**src/rtl/data_space_pkg.sv**
```systemverilog
package data_space_pkg;

  localparam logic [23:0] PC_RESET = 24'h000000;
  localparam logic [23:0] PC_STEP = 24'h000002;
  localparam logic [23:0] PRI_IVT_LO = 24'h000004;
  localparam logic [23:0] PRI_IVT_HI = 24'h0000ff;
  localparam logic [23:0] ALT_IVT_LO = 24'h000100;
  localparam logic [23:0] ALT_IVT_HI = 24'h0001ff;
  localparam logic [23:0] VECTOR_END = 24'h000200;

  localparam int PSV_BIT = 15;
  localparam logic [15:0] SFR_LIMIT = 16'h0800;
  localparam logic [15:0] NEAR_MASK = 16'h1fff;
  localparam logic [15:0] RAM_LIMIT_DEF = 16'h8000;
  localparam logic [15:0] XY_BOUNDARY_DEF = 16'h4800;
  localparam logic [15:0] BYTE_STEP = 16'h0001;
  localparam logic [15:0] WORD_STEP = 16'h0002;
  localparam int BITREV_BITS = 8;

  typedef enum logic [1:0] {PC_HOLD = 2'h0, PC_FWD = 2'h1, PC_LOAD = 2'h3, PC_BACK = 2'h2} pc_cmd_t;
  typedef enum logic [1:0] {ZONE_RESET = 2'h0, ZONE_PRI_IVT = 2'h1, ZONE_ALT_IVT = 2'h3, ZONE_USER = 2'h2} pc_zone_t;
  typedef enum logic [1:0] {EXT_NONE = 2'h0, EXT_SIGN = 2'h1, EXT_ZERO = 2'h2, EXT_LOAD_LOW = 2'h3} ext_op_t;
  typedef enum logic [1:0] {SRC_ZERO = 2'h0, SRC_RAM = 2'h1, SRC_SFR = 2'h2, SRC_PSV = 2'h3} src_t;

  typedef struct packed {
    logic valid;
    logic is_byte;
    logic near_field;
    logic post_inc;
    logic modulo_en;
    ext_op_t ext;
    logic [15:0] addr;
  } rd_req_t;

  typedef struct packed {
    logic valid;
    logic is_byte;
    logic near_field;
    logic bitrev;
    logic [15:0] addr;
    logic [15:0] data;
  } wr_req_t;

  typedef struct packed {
    logic [15:0] start;
    logic [15:0] end_addr;
  } mod_cfg_t;

  typedef struct packed {
    logic valid;
    logic hi_byte;
    logic is_byte;
    ext_op_t ext;
    src_t src;
  } rd_stage_t;

  typedef struct packed {
    logic ram_en;
    logic sfr_en;
    logic psv_en;
    logic [14:0] word_addr;
  } rd_port_t;

  typedef struct packed {
    logic en;
    logic [1:0] be;
    logic [14:0] word_addr;
    logic [15:0] data;
  } wr_port_t;

  typedef struct packed {
    logic [23:0] pc;
    pc_zone_t zone;
    logic [23:0] instr;
    rd_port_t x_port;
    rd_port_t y_port;
    wr_port_t wr;
    rd_stage_t x_stage;
    rd_stage_t y_stage;
    logic [15:0] x_data;
    logic x_valid;
    logic [15:0] y_data;
    logic y_valid;
    logic [15:0] x_next;
    logic [15:0] y_next;
    logic err;
    logic err_wr;
  } core_state_t;

endpackage

```
**src/rtl/data_space_access_unit.sv**
```systemverilog
`timescale 1ns/1ps
// Functional notes
// RQ1: Instruction word is lower word plus low byte of upper word; top byte ignored.
// RQ2: Program counter stays even and steps by two forward or back.
// RQ3: Vectors live below 0x000200; after reset execution begins at 0x000000.
// RQ4: Primary handler table 0x000004-0x0000ff, alternate table 0x000100-0x0001ff.
// RQ5: Data effective address is 16 bits selecting a byte.
// RQ6: Top address bit clear goes to data memory, set goes to program visibility window.
// RQ7: Up to 30 Kbytes of RAM; reads of unimplemented addresses return zero.
// RQ8: Low byte at even address, high byte at odd address.
// RQ9: Post-increment pointer moves by one for bytes, two for words.
// RQ10: Byte read fetches whole word and puts selected byte on low lane.
// RQ11: Shared word decode, separate byte strobes; byte write touches its lane only.
// RQ12: Word access at odd address raises address error trap.
// RQ13: Misaligned read completes; misaligned write is suppressed; trap follows either way.
// RQ14: Byte load into working register keeps its high byte.
// RQ15: Sign-extend and zero-extend operations on byte data.
// RQ16: 0x0000-0x07ff decodes to special function registers; unused ones read zero.
// RQ17: 13-bit direct field reaches 0x0000-0x1fff.
// RQ18: 16-bit direct field or pointer reaches the whole data space.
// RQ19: X and Y have separate generators and paths for dual reads.
// RQ20: X read bus serves unified reads and X prefetch of multiply-accumulate.
// RQ21: Y read only for multiply-accumulate; all writes use one combined path.
// RQ22: Modulo addressing on X and Y; bit-reversal on X writes only.
// RQ23: X/Y boundary is a fixed build parameter.
// RQ24: Address error is a one-cycle pulse with read/write indication.
module data_space_access_unit #(
  parameter logic [15:0] RAM_LIMIT = data_space_pkg::RAM_LIMIT_DEF,
  parameter logic [15:0] XY_BOUNDARY = data_space_pkg::XY_BOUNDARY_DEF
) (
  input wire logic core_clk_in,
  input wire logic reset_n_in,
  input wire data_space_pkg::pc_cmd_t pc_cmd_in,
  input wire logic [23:0] pc_target_in,
  input wire logic [15:0] prog_lower_in,
  input wire logic [15:0] prog_upper_in,
  input wire data_space_pkg::rd_req_t x_rd_in,
  input wire data_space_pkg::rd_req_t y_rd_in,
  input wire data_space_pkg::wr_req_t wr_in,
  input wire data_space_pkg::mod_cfg_t x_mod_in,
  input wire data_space_pkg::mod_cfg_t y_mod_in,
  input wire logic [15:0] x_wreg_old_in,
  input wire logic [15:0] x_ram_rdata_in,
  input wire logic [15:0] y_ram_rdata_in,
  input wire logic [15:0] sfr_rdata_in,
  input wire logic sfr_hit_in,
  input wire logic [15:0] psv_rdata_in,
  output logic [23:0] pc_out,
  output data_space_pkg::pc_zone_t pc_zone_out,
  output logic [23:0] instr_out,
  output data_space_pkg::rd_port_t x_port_out,
  output data_space_pkg::rd_port_t y_port_out,
  output data_space_pkg::wr_port_t wr_port_out,
  output logic [15:0] x_data_out,
  output logic x_data_valid_out,
  output logic [15:0] y_data_out,
  output logic y_data_valid_out,
  output logic [15:0] x_next_ptr_out,
  output logic [15:0] y_next_ptr_out,
  output logic addr_err_out,
  output logic addr_err_is_write_out
);

  ////////////////////////////////////////////////////////////////////////////
  function automatic logic [15:0] eff_addr(input logic [15:0] a, input logic near_field);
    eff_addr = near_field ? (a & data_space_pkg::NEAR_MASK) : a;
  endfunction

  function automatic data_space_pkg::src_t decode(input logic [15:0] ea);
    if (ea[data_space_pkg::PSV_BIT]) begin
      decode = data_space_pkg::SRC_PSV;
    end else if (ea < data_space_pkg::SFR_LIMIT) begin
      decode = data_space_pkg::SRC_SFR;
    end else if (ea < RAM_LIMIT) begin
      decode = data_space_pkg::SRC_RAM;
    end else begin
      decode = data_space_pkg::SRC_ZERO;
    end
  endfunction

  function automatic logic [15:0] post_mod(input logic [15:0] a, input logic is_byte, input logic men,
                                           input data_space_pkg::mod_cfg_t cfg);
    logic [15:0] n;
    n = a + (is_byte ? data_space_pkg::BYTE_STEP : data_space_pkg::WORD_STEP);
    if (men && n > cfg.end_addr) begin
      n = cfg.start;
    end
    post_mod = n;
  endfunction

  function automatic logic [15:0] shape(input logic [15:0] w, input data_space_pkg::rd_stage_t s,
                                        input logic [15:0] old);
    logic [7:0] b;
    b = s.hi_byte ? w[15:8] : w[7:0];
    case (s.ext)
      data_space_pkg::EXT_SIGN: shape = {{8{b[7]}}, b};
      data_space_pkg::EXT_ZERO: shape = {8'h00, b};
      data_space_pkg::EXT_LOAD_LOW: shape = {old[15:8], b};
      default: shape = s.is_byte ? {8'h00, b} : w;
    endcase
  endfunction

  function automatic data_space_pkg::pc_zone_t zone_of(input logic [23:0] p);
    if (p >= data_space_pkg::PRI_IVT_LO && p <= data_space_pkg::PRI_IVT_HI) begin
      zone_of = data_space_pkg::ZONE_PRI_IVT;
    end else if (p >= data_space_pkg::ALT_IVT_LO && p <= data_space_pkg::ALT_IVT_HI) begin
      zone_of = data_space_pkg::ZONE_ALT_IVT;
    end else if (p < data_space_pkg::PRI_IVT_LO) begin
      zone_of = data_space_pkg::ZONE_RESET;
    end else begin
      zone_of = data_space_pkg::ZONE_USER;
    end
  endfunction

  // Reverses the low word-index bits; only the write path uses it
  function automatic logic [15:0] bit_reverse(input logic [15:0] a);
    logic [15:0] r;
    r = a;
    for (int i = 0; i < data_space_pkg::BITREV_BITS; i++) begin
      r[1 + i] = a[data_space_pkg::BITREV_BITS - i];
    end
    bit_reverse = r;
  endfunction

  ////////////////////////////////////////////////////////////////////////////
  data_space_pkg::core_state_t st;
  data_space_pkg::core_state_t next_st;
  logic [15:0] x_ea;
  logic [15:0] y_ea;
  logic [15:0] w_ea;
  data_space_pkg::src_t x_src;
  data_space_pkg::src_t w_src;
  logic y_in_space;
  logic x_mis;
  logic y_mis;
  logic w_mis;
  logic [15:0] x_word;

  assign x_ea = eff_addr(x_rd_in.addr, x_rd_in.near_field); // RQ5 RQ17 RQ18
  assign y_ea = eff_addr(y_rd_in.addr, y_rd_in.near_field);
  assign w_ea = wr_in.bitrev ? bit_reverse(eff_addr(wr_in.addr, wr_in.near_field))
                             : eff_addr(wr_in.addr, wr_in.near_field); // RQ22
  assign x_src = decode(x_ea); // RQ6 RQ16
  assign w_src = decode(w_ea);
  // Boundary is fixed at build time so software cannot move it mid-filter
  assign y_in_space = (y_ea >= XY_BOUNDARY) && (y_ea < RAM_LIMIT) && !y_ea[data_space_pkg::PSV_BIT]; // RQ23
  assign x_mis = x_rd_in.valid && !x_rd_in.is_byte && x_ea[0]; // RQ12
  assign y_mis = y_rd_in.valid && !y_rd_in.is_byte && y_ea[0];
  assign w_mis = wr_in.valid && !wr_in.is_byte && w_ea[0];

  always_comb begin
    case (st.x_stage.src)
      data_space_pkg::SRC_RAM: x_word = x_ram_rdata_in;
      data_space_pkg::SRC_SFR: x_word = sfr_hit_in ? sfr_rdata_in : 16'h0000; // RQ16
      data_space_pkg::SRC_PSV: x_word = psv_rdata_in;
      default: x_word = 16'h0000; // RQ7
    endcase
  end

  always_comb begin
    next_st = st;
    case (pc_cmd_in)
      data_space_pkg::PC_FWD: next_st.pc = st.pc + data_space_pkg::PC_STEP; // RQ2
      data_space_pkg::PC_BACK: next_st.pc = st.pc - data_space_pkg::PC_STEP; // RQ2
      data_space_pkg::PC_LOAD: next_st.pc = {pc_target_in[23:1], 1'b0}; // RQ2
      default: next_st.pc = st.pc;
    endcase
    next_st.zone = zone_of(next_st.pc); // RQ3 RQ4
    next_st.instr = {prog_upper_in[7:0], prog_lower_in}; // RQ1

    // Misaligned reads still fetch the containing word so the instruction completes
    next_st.x_port.ram_en = x_rd_in.valid && x_src == data_space_pkg::SRC_RAM; // RQ20
    next_st.x_port.sfr_en = x_rd_in.valid && x_src == data_space_pkg::SRC_SFR;
    next_st.x_port.psv_en = x_rd_in.valid && x_src == data_space_pkg::SRC_PSV; // RQ6
    next_st.x_port.word_addr = x_ea[15:1]; // RQ10 RQ13
    next_st.x_stage = '{valid: x_rd_in.valid, hi_byte: x_rd_in.is_byte && x_ea[0], is_byte: x_rd_in.is_byte,
                        ext: x_rd_in.ext, src: x_src}; // RQ8 RQ10
    if (x_rd_in.valid && x_rd_in.post_inc) begin
      next_st.x_next = post_mod(x_rd_in.addr, x_rd_in.is_byte, x_rd_in.modulo_en, x_mod_in); // RQ9 RQ22
    end

    // Y side serves only the second operand of multiply-accumulate prefetch
    next_st.y_port.ram_en = y_rd_in.valid && y_in_space; // RQ19 RQ21
    next_st.y_port.sfr_en = 1'b0;
    next_st.y_port.psv_en = 1'b0;
    next_st.y_port.word_addr = y_ea[15:1];
    next_st.y_stage = '{valid: y_rd_in.valid, hi_byte: y_rd_in.is_byte && y_ea[0], is_byte: y_rd_in.is_byte,
                        ext: y_rd_in.ext, src: y_in_space ? data_space_pkg::SRC_RAM : data_space_pkg::SRC_ZERO};
    if (y_rd_in.valid && y_rd_in.post_inc) begin
      next_st.y_next = post_mod(y_rd_in.addr, y_rd_in.is_byte, y_rd_in.modulo_en, y_mod_in); // RQ9 RQ22
    end

    // One write path covers X and Y; writes beyond implemented space are dropped
    next_st.wr.en = wr_in.valid && !w_mis
                    && (w_src == data_space_pkg::SRC_RAM || w_src == data_space_pkg::SRC_SFR); // RQ13 RQ21
    next_st.wr.be = wr_in.is_byte ? (w_ea[0] ? 2'b10 : 2'b01) : 2'b11; // RQ11
    next_st.wr.word_addr = w_ea[15:1];
    next_st.wr.data = wr_in.is_byte ? {2{wr_in.data[7:0]}} : wr_in.data; // RQ8

    next_st.err = x_mis || y_mis || w_mis; // RQ12 RQ24
    next_st.err_wr = w_mis; // RQ24

    next_st.x_valid = st.x_stage.valid;
    next_st.x_data = shape(x_word, st.x_stage, x_wreg_old_in); // RQ10 RQ14 RQ15
    next_st.y_valid = st.y_stage.valid;
    next_st.y_data = shape(st.y_stage.src == data_space_pkg::SRC_RAM ? y_ram_rdata_in : 16'h0000,
                           st.y_stage, 16'h0000); // RQ7
  end

  always_ff @(posedge core_clk_in or negedge reset_n_in) begin
    if (!reset_n_in) begin
      st <= '0;
      st.pc <= data_space_pkg::PC_RESET; // RQ3
      st.zone <= data_space_pkg::ZONE_RESET;
    end else begin
      st <= next_st;
    end
  end

  ////////////////////////////////////////////////////////////////////////////
  assign pc_out = st.pc;
  assign pc_zone_out = st.zone;
  assign instr_out = st.instr;
  assign x_port_out = st.x_port;
  assign y_port_out = st.y_port;
  assign wr_port_out = st.wr;
  assign x_data_out = st.x_data;
  assign x_data_valid_out = st.x_valid;
  assign y_data_out = st.y_data;
  assign y_data_valid_out = st.y_valid;
  assign x_next_ptr_out = st.x_next;
  assign y_next_ptr_out = st.y_next;
  assign addr_err_out = st.err;
  assign addr_err_is_write_out = st.err_wr;
endmodule

```
**config.mk**
```make
export PLATFORM = sky130hd
export DESIGN_NAME = data_space_access_unit
export DESIGN_NICKNAME = d
export VERILOG_FILES = /design/src/rtl/data_space_pkg.sv /design/src/rtl/data_space_access_unit.sv
export SDC_FILE = /design/constraint.sdc
export NUM_CORES = 1
export LEC_CHECK = 0
export ABC_AREA = 1
export BUFFER_PORTS_ARGS = -buffer_cell sky130_fd_sc_hd__buf_2
export CAP_MARGIN = 20
export CORE_AREA = 2 2 184 186
export CTS_CLUSTER_DIAMETER = 60
export DETAILED_ROUTE_END_ITERATION = 10
export DIE_AREA = 0 0 186 188
export GPL_ROUTABILITY_DRIVEN = 0
export PLACE_DENSITY_LB_ADDON = 0.3
export SETUP_SLACK_MARGIN = 0.15
export SYNTH_ARGS = -nofsm -noshare
export SYNTH_HDL_FRONTEND = slang
export SYNTH_SLANG_ARGS = --single-unit
```
**constraint.sdc**
```tcl
create_clock -name core_clk_in -period 2.86 [get_ports core_clk_in]
set_input_delay 0 -clock core_clk_in [delete_from_list [all_inputs] [get_ports core_clk_in]]
set_output_delay 0 -clock core_clk_in [all_outputs]
set_load 0.01 [all_outputs]
```
Word level (Yosys, flattened, before mapping). Index checks and enable logic that the tools add are counted.

Register bits: 199. Bits of input ports: 287. Word-level logic and storage cells: 128.

Add/subtract/negate cells: 4. Order comparisons: 13. Equal/unequal tests: 18. Muxes and demuxes: 31. Reductions and logical operators: 31.

Operators with widths (count): two-way mux 16 bit (10); one-hot mux 16 bit (3 select lines) (2); one-hot mux 24 bit (3 select lines) (1); less-than comparator 16 bit, second input constant (3); adder 16 x 2 -> 16 bit (2); > comparator 16 bit (2); less-than comparator 16 x 12 -> 1 bit, second input constant (2); one-hot mux 16 bit (2 select lines) (1); adder 24 x 2 -> 24 bit, second input constant (1); greater-or-equal comparator 24 x 3 -> 1 bit, second input constant (1); greater-or-equal comparator 24 x 9 -> 1 bit, second input constant (1); <= comparator 24 x 8 -> 1 bit, second input constant (1); <= comparator 24 x 9 -> 1 bit, second input constant (1); less-than comparator 24 x 3 -> 1 bit, second input constant (1); subtractor 24 x 2 -> 24 bit, second input constant (1); == test 2 bit, second input constant (11); logical AND 1 bit (22); two-way mux 2 bit (11); greater-or-equal comparator 16 x 15 -> 1 bit, second input constant (1); two-way mux 8 bit (2); == test 2 x 1 -> 1 bit, second input constant (6); two-way mux 9 bit (1); zero test 1 bit (5); logical OR 1 bit (3); other kinds (3) (5).

Longest topological paths before layout.
Depth after elaboration: 9. Gate-level depth with buffers: 27. Gate-level depth less buffers: 25.

Least setup slack after synthesis. Ideal clock, no wire load.

Path type: input to register. Start: input port x_rd_in[0] (netlist name). End: register st, in the netlist x_next_ptr_out[15]. Library setup time: 0.124 ns. Arrival: 3.453 ns. Required time: 2.736 ns. Setup slack: -0.717 ns. Stages: 20. Buffers on the path: 1. Cells stage by stage: ha_1 inv_1 fa_1 nor2_1 nand2_1 nor2_1 inv_1 nor4_1 nand2_1 nor4_1 xor2_1 inv_1 ha_1 nand2_1 or4_1 o221ai_1 clkbuf_1 nand2_1 o211ai_1 nand2_1.

Cells in the longest elaborated chain, start to end: 4.

RTL lines: start, declared (line data_space_access_unit.sv:37) `input wire data_space_pkg::rd_req_t x_rd_in,`; adder 16 x 2 -> 16 bit (*) (line data_space_access_unit.sv:84) `n = a + (is_byte ? data_space_pkg::BYTE_STEP : data_space_pkg::WORD_STEP);`; > comparator 16 bit (line data_space_access_unit.sv:85) `if (men && n > cfg.end_addr) begin`; logical AND 1 bit (line data_space_access_unit.sv:85); two-way mux 16 bit (*) (line data_space_access_unit.sv:85); end signal, assigned (line data_space_access_unit.sv:216) `st <= next_st;`; end, declared (line data_space_access_unit.sv:126) `data_space_pkg::core_state_t st;`.

Mark *: on every way between the ends. The rest lies on a longest branch, timed or not. A chain may end at the register's enable or synchronous reset.

Worst setup path in the final report.
Start: input port x_rd_in[0] (netlist name). End: register st, in the netlist x_next_ptr_out[12].

The elaborated chain is that of the path after synthesis.

==> impl_metrics.json <==
{
  "internal_power_mw": 5.604,
  "clockPowerShare_pct": 30.9,
  "power_frac_seq_pct": 38.0,
  "net-switching-power_mw": 2.987,
  "worst_slack_ns": -0.2502,
  "die-area_um2": 34970,
  "vdd_drop_max_mv": 0.4602,
  "synth_most_common_cell": "nand2_1",
  "violations": "setup timing",
  "synth_top_cell_by_area": "dfrtp_1",
  "tns_ns": -3.857,
  "die_x_um": 186,
  "antenna_found_initial": 5,
  "htreeDepth": 4,
  "maxCapViolCount": 0,
  "rows": 67,
  "synth-seq-cells": 199,
  "drive_above_1_share_pct": 34.22,
  "vias_per_cell": 4.796,
  "drv_slew": 0,
  "crit_family": "simple AND/OR/NAND/NOR gates",
  "crit_slowest_cell": "or4_4",
  "arrival_ns": 3.45,
  "start_util_pct": 36.82,
  "io_buffers": 455,
  "clock_sinks": 199,
  "status": "finished, violations left",
  "cts_tree": "done",
  "synth.cells.most_frequent": "nand2_1 (417), dfrtp_1 (199), inv_1 (195), buf_4 (185), nor2_1 (112)",
  "p_comb_share_pct": 31.1,
  "first_pass_iters": 5,
  "ant_nets": 0,
  "startpoint_type": "input port",
  "crit_fanout": 8,
  "drtIter0Drc": 771,
  "final.min_clock_period_ns": 3.110,
  "crit_path_end_kind": "register",
  "fmax_ghz": 0.3215,
  "clk_pin_slew_ns": 0.08,
  "slew_headroom_pct": 35.85,
  "tightestPinTransition_ns": 0.9622,
  "ios": 475,
  "dp.cells": 2363,
  "crit_type": "in -> reg",
  "synthToLayoutAreaGrowth_pct": 47.46,
  "drcViolationCount": 0,
  "async_reset_ff_share_pct": 100.0,
  "final_nets": 2535,
  "wl_per_cell_um": 17.28,
  "synthesis.area_um2": 12190,
  "crit_chain": "buf_8 -> ha_4 -> inv_2 -> fa_2 -> nor2_2 -> nand2_1 -> nor2_2 -> inv_2 -> nor4_4 -> nand2_2 -> nor4_2 -> xor2_1 -> inv_1 -> ha_1 -> nand2_1 -> or4_4 -> buf_6 -> o221ai_4 -> buf_6 -> nand2_1 -> nand2_1 -> o21ai_1",
  "track_usage_pct": 26.12,
  "grt_pass1_wl_um": 69750,
  "drt_wl_total_um": 46060,
  "required_ns": 3.20,
  "wl_met2_um": 21840,
  "setup_viol": 30,
  "grt_max_degree": 67,
  "p_per_area_nw_per_um2": 477.9,
  "rrSetupSlack_ns": 0.32,
  "grt-ovfl-total": 0,
  "swShare_pct": 34.77,
  "synthFlopType": "dfrtp_1",
  "slowest_delay_ns": 0.56,
  "wl_met3_um": 3569,
  "synth_edf_count": 0,
  "dp_hpwl_um": 33960,
  "grt_pass1_vias": 12988,
  "rsz0062_at_grt": "yes",
  "die_y_um": 188,
  "synth.avg_cell_area_um2": 7.678,
  "p_leak_nw": 9.695,
  "hold_violations": 0,
  "drt-met1-wl_um": 18980,
  "crit_buf_inv": 6,
  "yosys.area.top_type_share_pct": 40.84,
  "hold_path.class": "in -> reg",
  "routed.top_layer": "met5",
  "numCtsBuffers": 17,
  "period_share_pct": 108.7,
  "yosys_warnings": 0,
  "critPathMostFrequentCell": "nand2_1",
  "syn_inst": 1588,
  "core_um2": 33110,
  "fillers": 2964,
  "synth_area_leaders": "dfrtp_1 (41%), nand2_1 (13%), buf_4 (11%)",
  "clockRootBuffer": "clkbuf_16",
  "ys_types": 53,
  "fin_skew_ns": 0.01277,
  "ys_seq_area_share_pct": 40.84,
  "instances_no_fill": 2665,
  "clock_path_buffers": 2,
  "vias": 12781,
  "worstSkewPairLatency_ns": 0.46
}
[cells in the final DEF, fill, tap and decap left out, types with 7 or more instances in the layout]
cell and instances:
o21ai_1 29, ha_4 7, clkbuf_16 17, nand2_1 400, nor3_1 8, buf_6 12
nor2_2 26, buf_4 109, inv_2 9, nor2_1 100, dlygate4sd3_1 232, buf_2 448
ha_1 37, o21ai_0 38, nand2_2 36, nand4_1 14, a21oi_1 69, o21ai_2 19
xor2_1 18, o211ai_1 11, nor2_4 7, dfrtp_1 198, inv_1 188, nand3_1 68
[path summary, 6_finish.rpt]
check / startpoint / endpoint / cells past startpoint
min in group asynchronous: reset_n_in / instr_out[17] / 2
max in group asynchronous: reset_n_in / y_port_out[6] / 3
min reg2reg: next_st[34] / y_data_valid_out / 0
min: x_ram_rdata_in[12] / x_data_out[12] / 5
max: x_rd_in[0] / x_next_ptr_out[12] / 22
max reg2reg: st[76] / x_data_out[7] / 8
[layer usage]
metal	track usage, %	up-vias
li1	-	6076
met5	0	-
met2	43.22	602
met4	10.36	4
met1	32.14	5973
met3	7.050	126
[logic make-up (layout without fill, tap and decap cells)]
group / after synthesis / count (layout) / share of synthesized area (%)
AOI/OAI and AO/OA: 211 / 211 / 9.841
xor gates and xnor gates: 22 / 22 / 1.580
adders and majority gates: 46 / 46 / 4.844
buffers and inverters: 420 / 1045 / 19.03
DFF: 199 / 199 / 40.84
other: 1 / 4 / 0.03076
and+or+nand+nor: 689 / 690 / 23.84
[power by group through the flow]
stage	sequential, mW	clock, mW	combinational, mW
2_1_floorplan	3.24	0	1.59
3_3_place_gp	3.30	0	2.20
3_5_place_dp	3.31	0	2.23
4_1_cts	3.26	2.72	2.59
5_1_grt	3.29	2.82	2.95
6_report	3.26	2.65	2.68
[what timing repair did]
| item | in CTS | in global routing |
|---|---|---|
| setup buffers | 26 | 7 |
| hold endpoints to repair | 257 | 0 |
| cloned | 3 | 0 |
| hold buffers | 232 | 0 |
| pin swaps | 33 | 29 |
| endpoints found under the setup margin | 32 | 46 |
| resized for setup | 78 | 49 |
[metrics by stage]
stage          total power [mW]  area [um2]  util, %  hold WS, ns  setup WS (ns)
2_1_floorplan             4.832       12370        -      -0.2956        -0.3291
3_3_place_gp              5.509       14320    43.25      0.04473        -0.7435
3_5_place_dp              5.537       14320    43.25      0.04645        -0.8572
4_1_cts                   8.564       17720    53.51    0.0006468        -0.1349
5_1_grt                   9.064       17970    54.28      0.05406        -0.3911
6_report                  8.592       17980    54.30      0.01780        -0.2502
[cell type report]
cell class | count | area, um2 | area share (%)
timing repair buffer | 810 | 5672 | 31.54
clock buffer | 18 | 439.2 | 2.443
tap | 448 | 560.5 | 3.118
sequential | 199 | 4981 | 27.70
timing repair inverter | 1 | 11.26 | 0.06263
clock inverter | 14 | 202.7 | 1.127
multi-input combinational | 971 | 5328 | 29.63
inverter | 202 | 780.7 | 4.342
antenna | 2 | 5.005 | 0.02784
[sequential cells by signal, indices dropped and copies added (netlist names), 2 cells and up]
register	count
y_data_out	16
y_next_ptr_out	16
instr_out	24
pc_zone_out	2
next_st	2
pc_out	24
x_next_ptr_out	16
y_port_out	16
x_data_out	16
st	11
x_port_out	18
wr_port_out	34
[tightest hold or removal path: cells and delay by family]
family                 cells  cell delay, ns
and+or+nand+nor            2            0.10
AOI/OAI and AO/OA          1            0.11
buffers and inverters      2            0.20
Note: power is estimated with default switching activity, not from simulation.
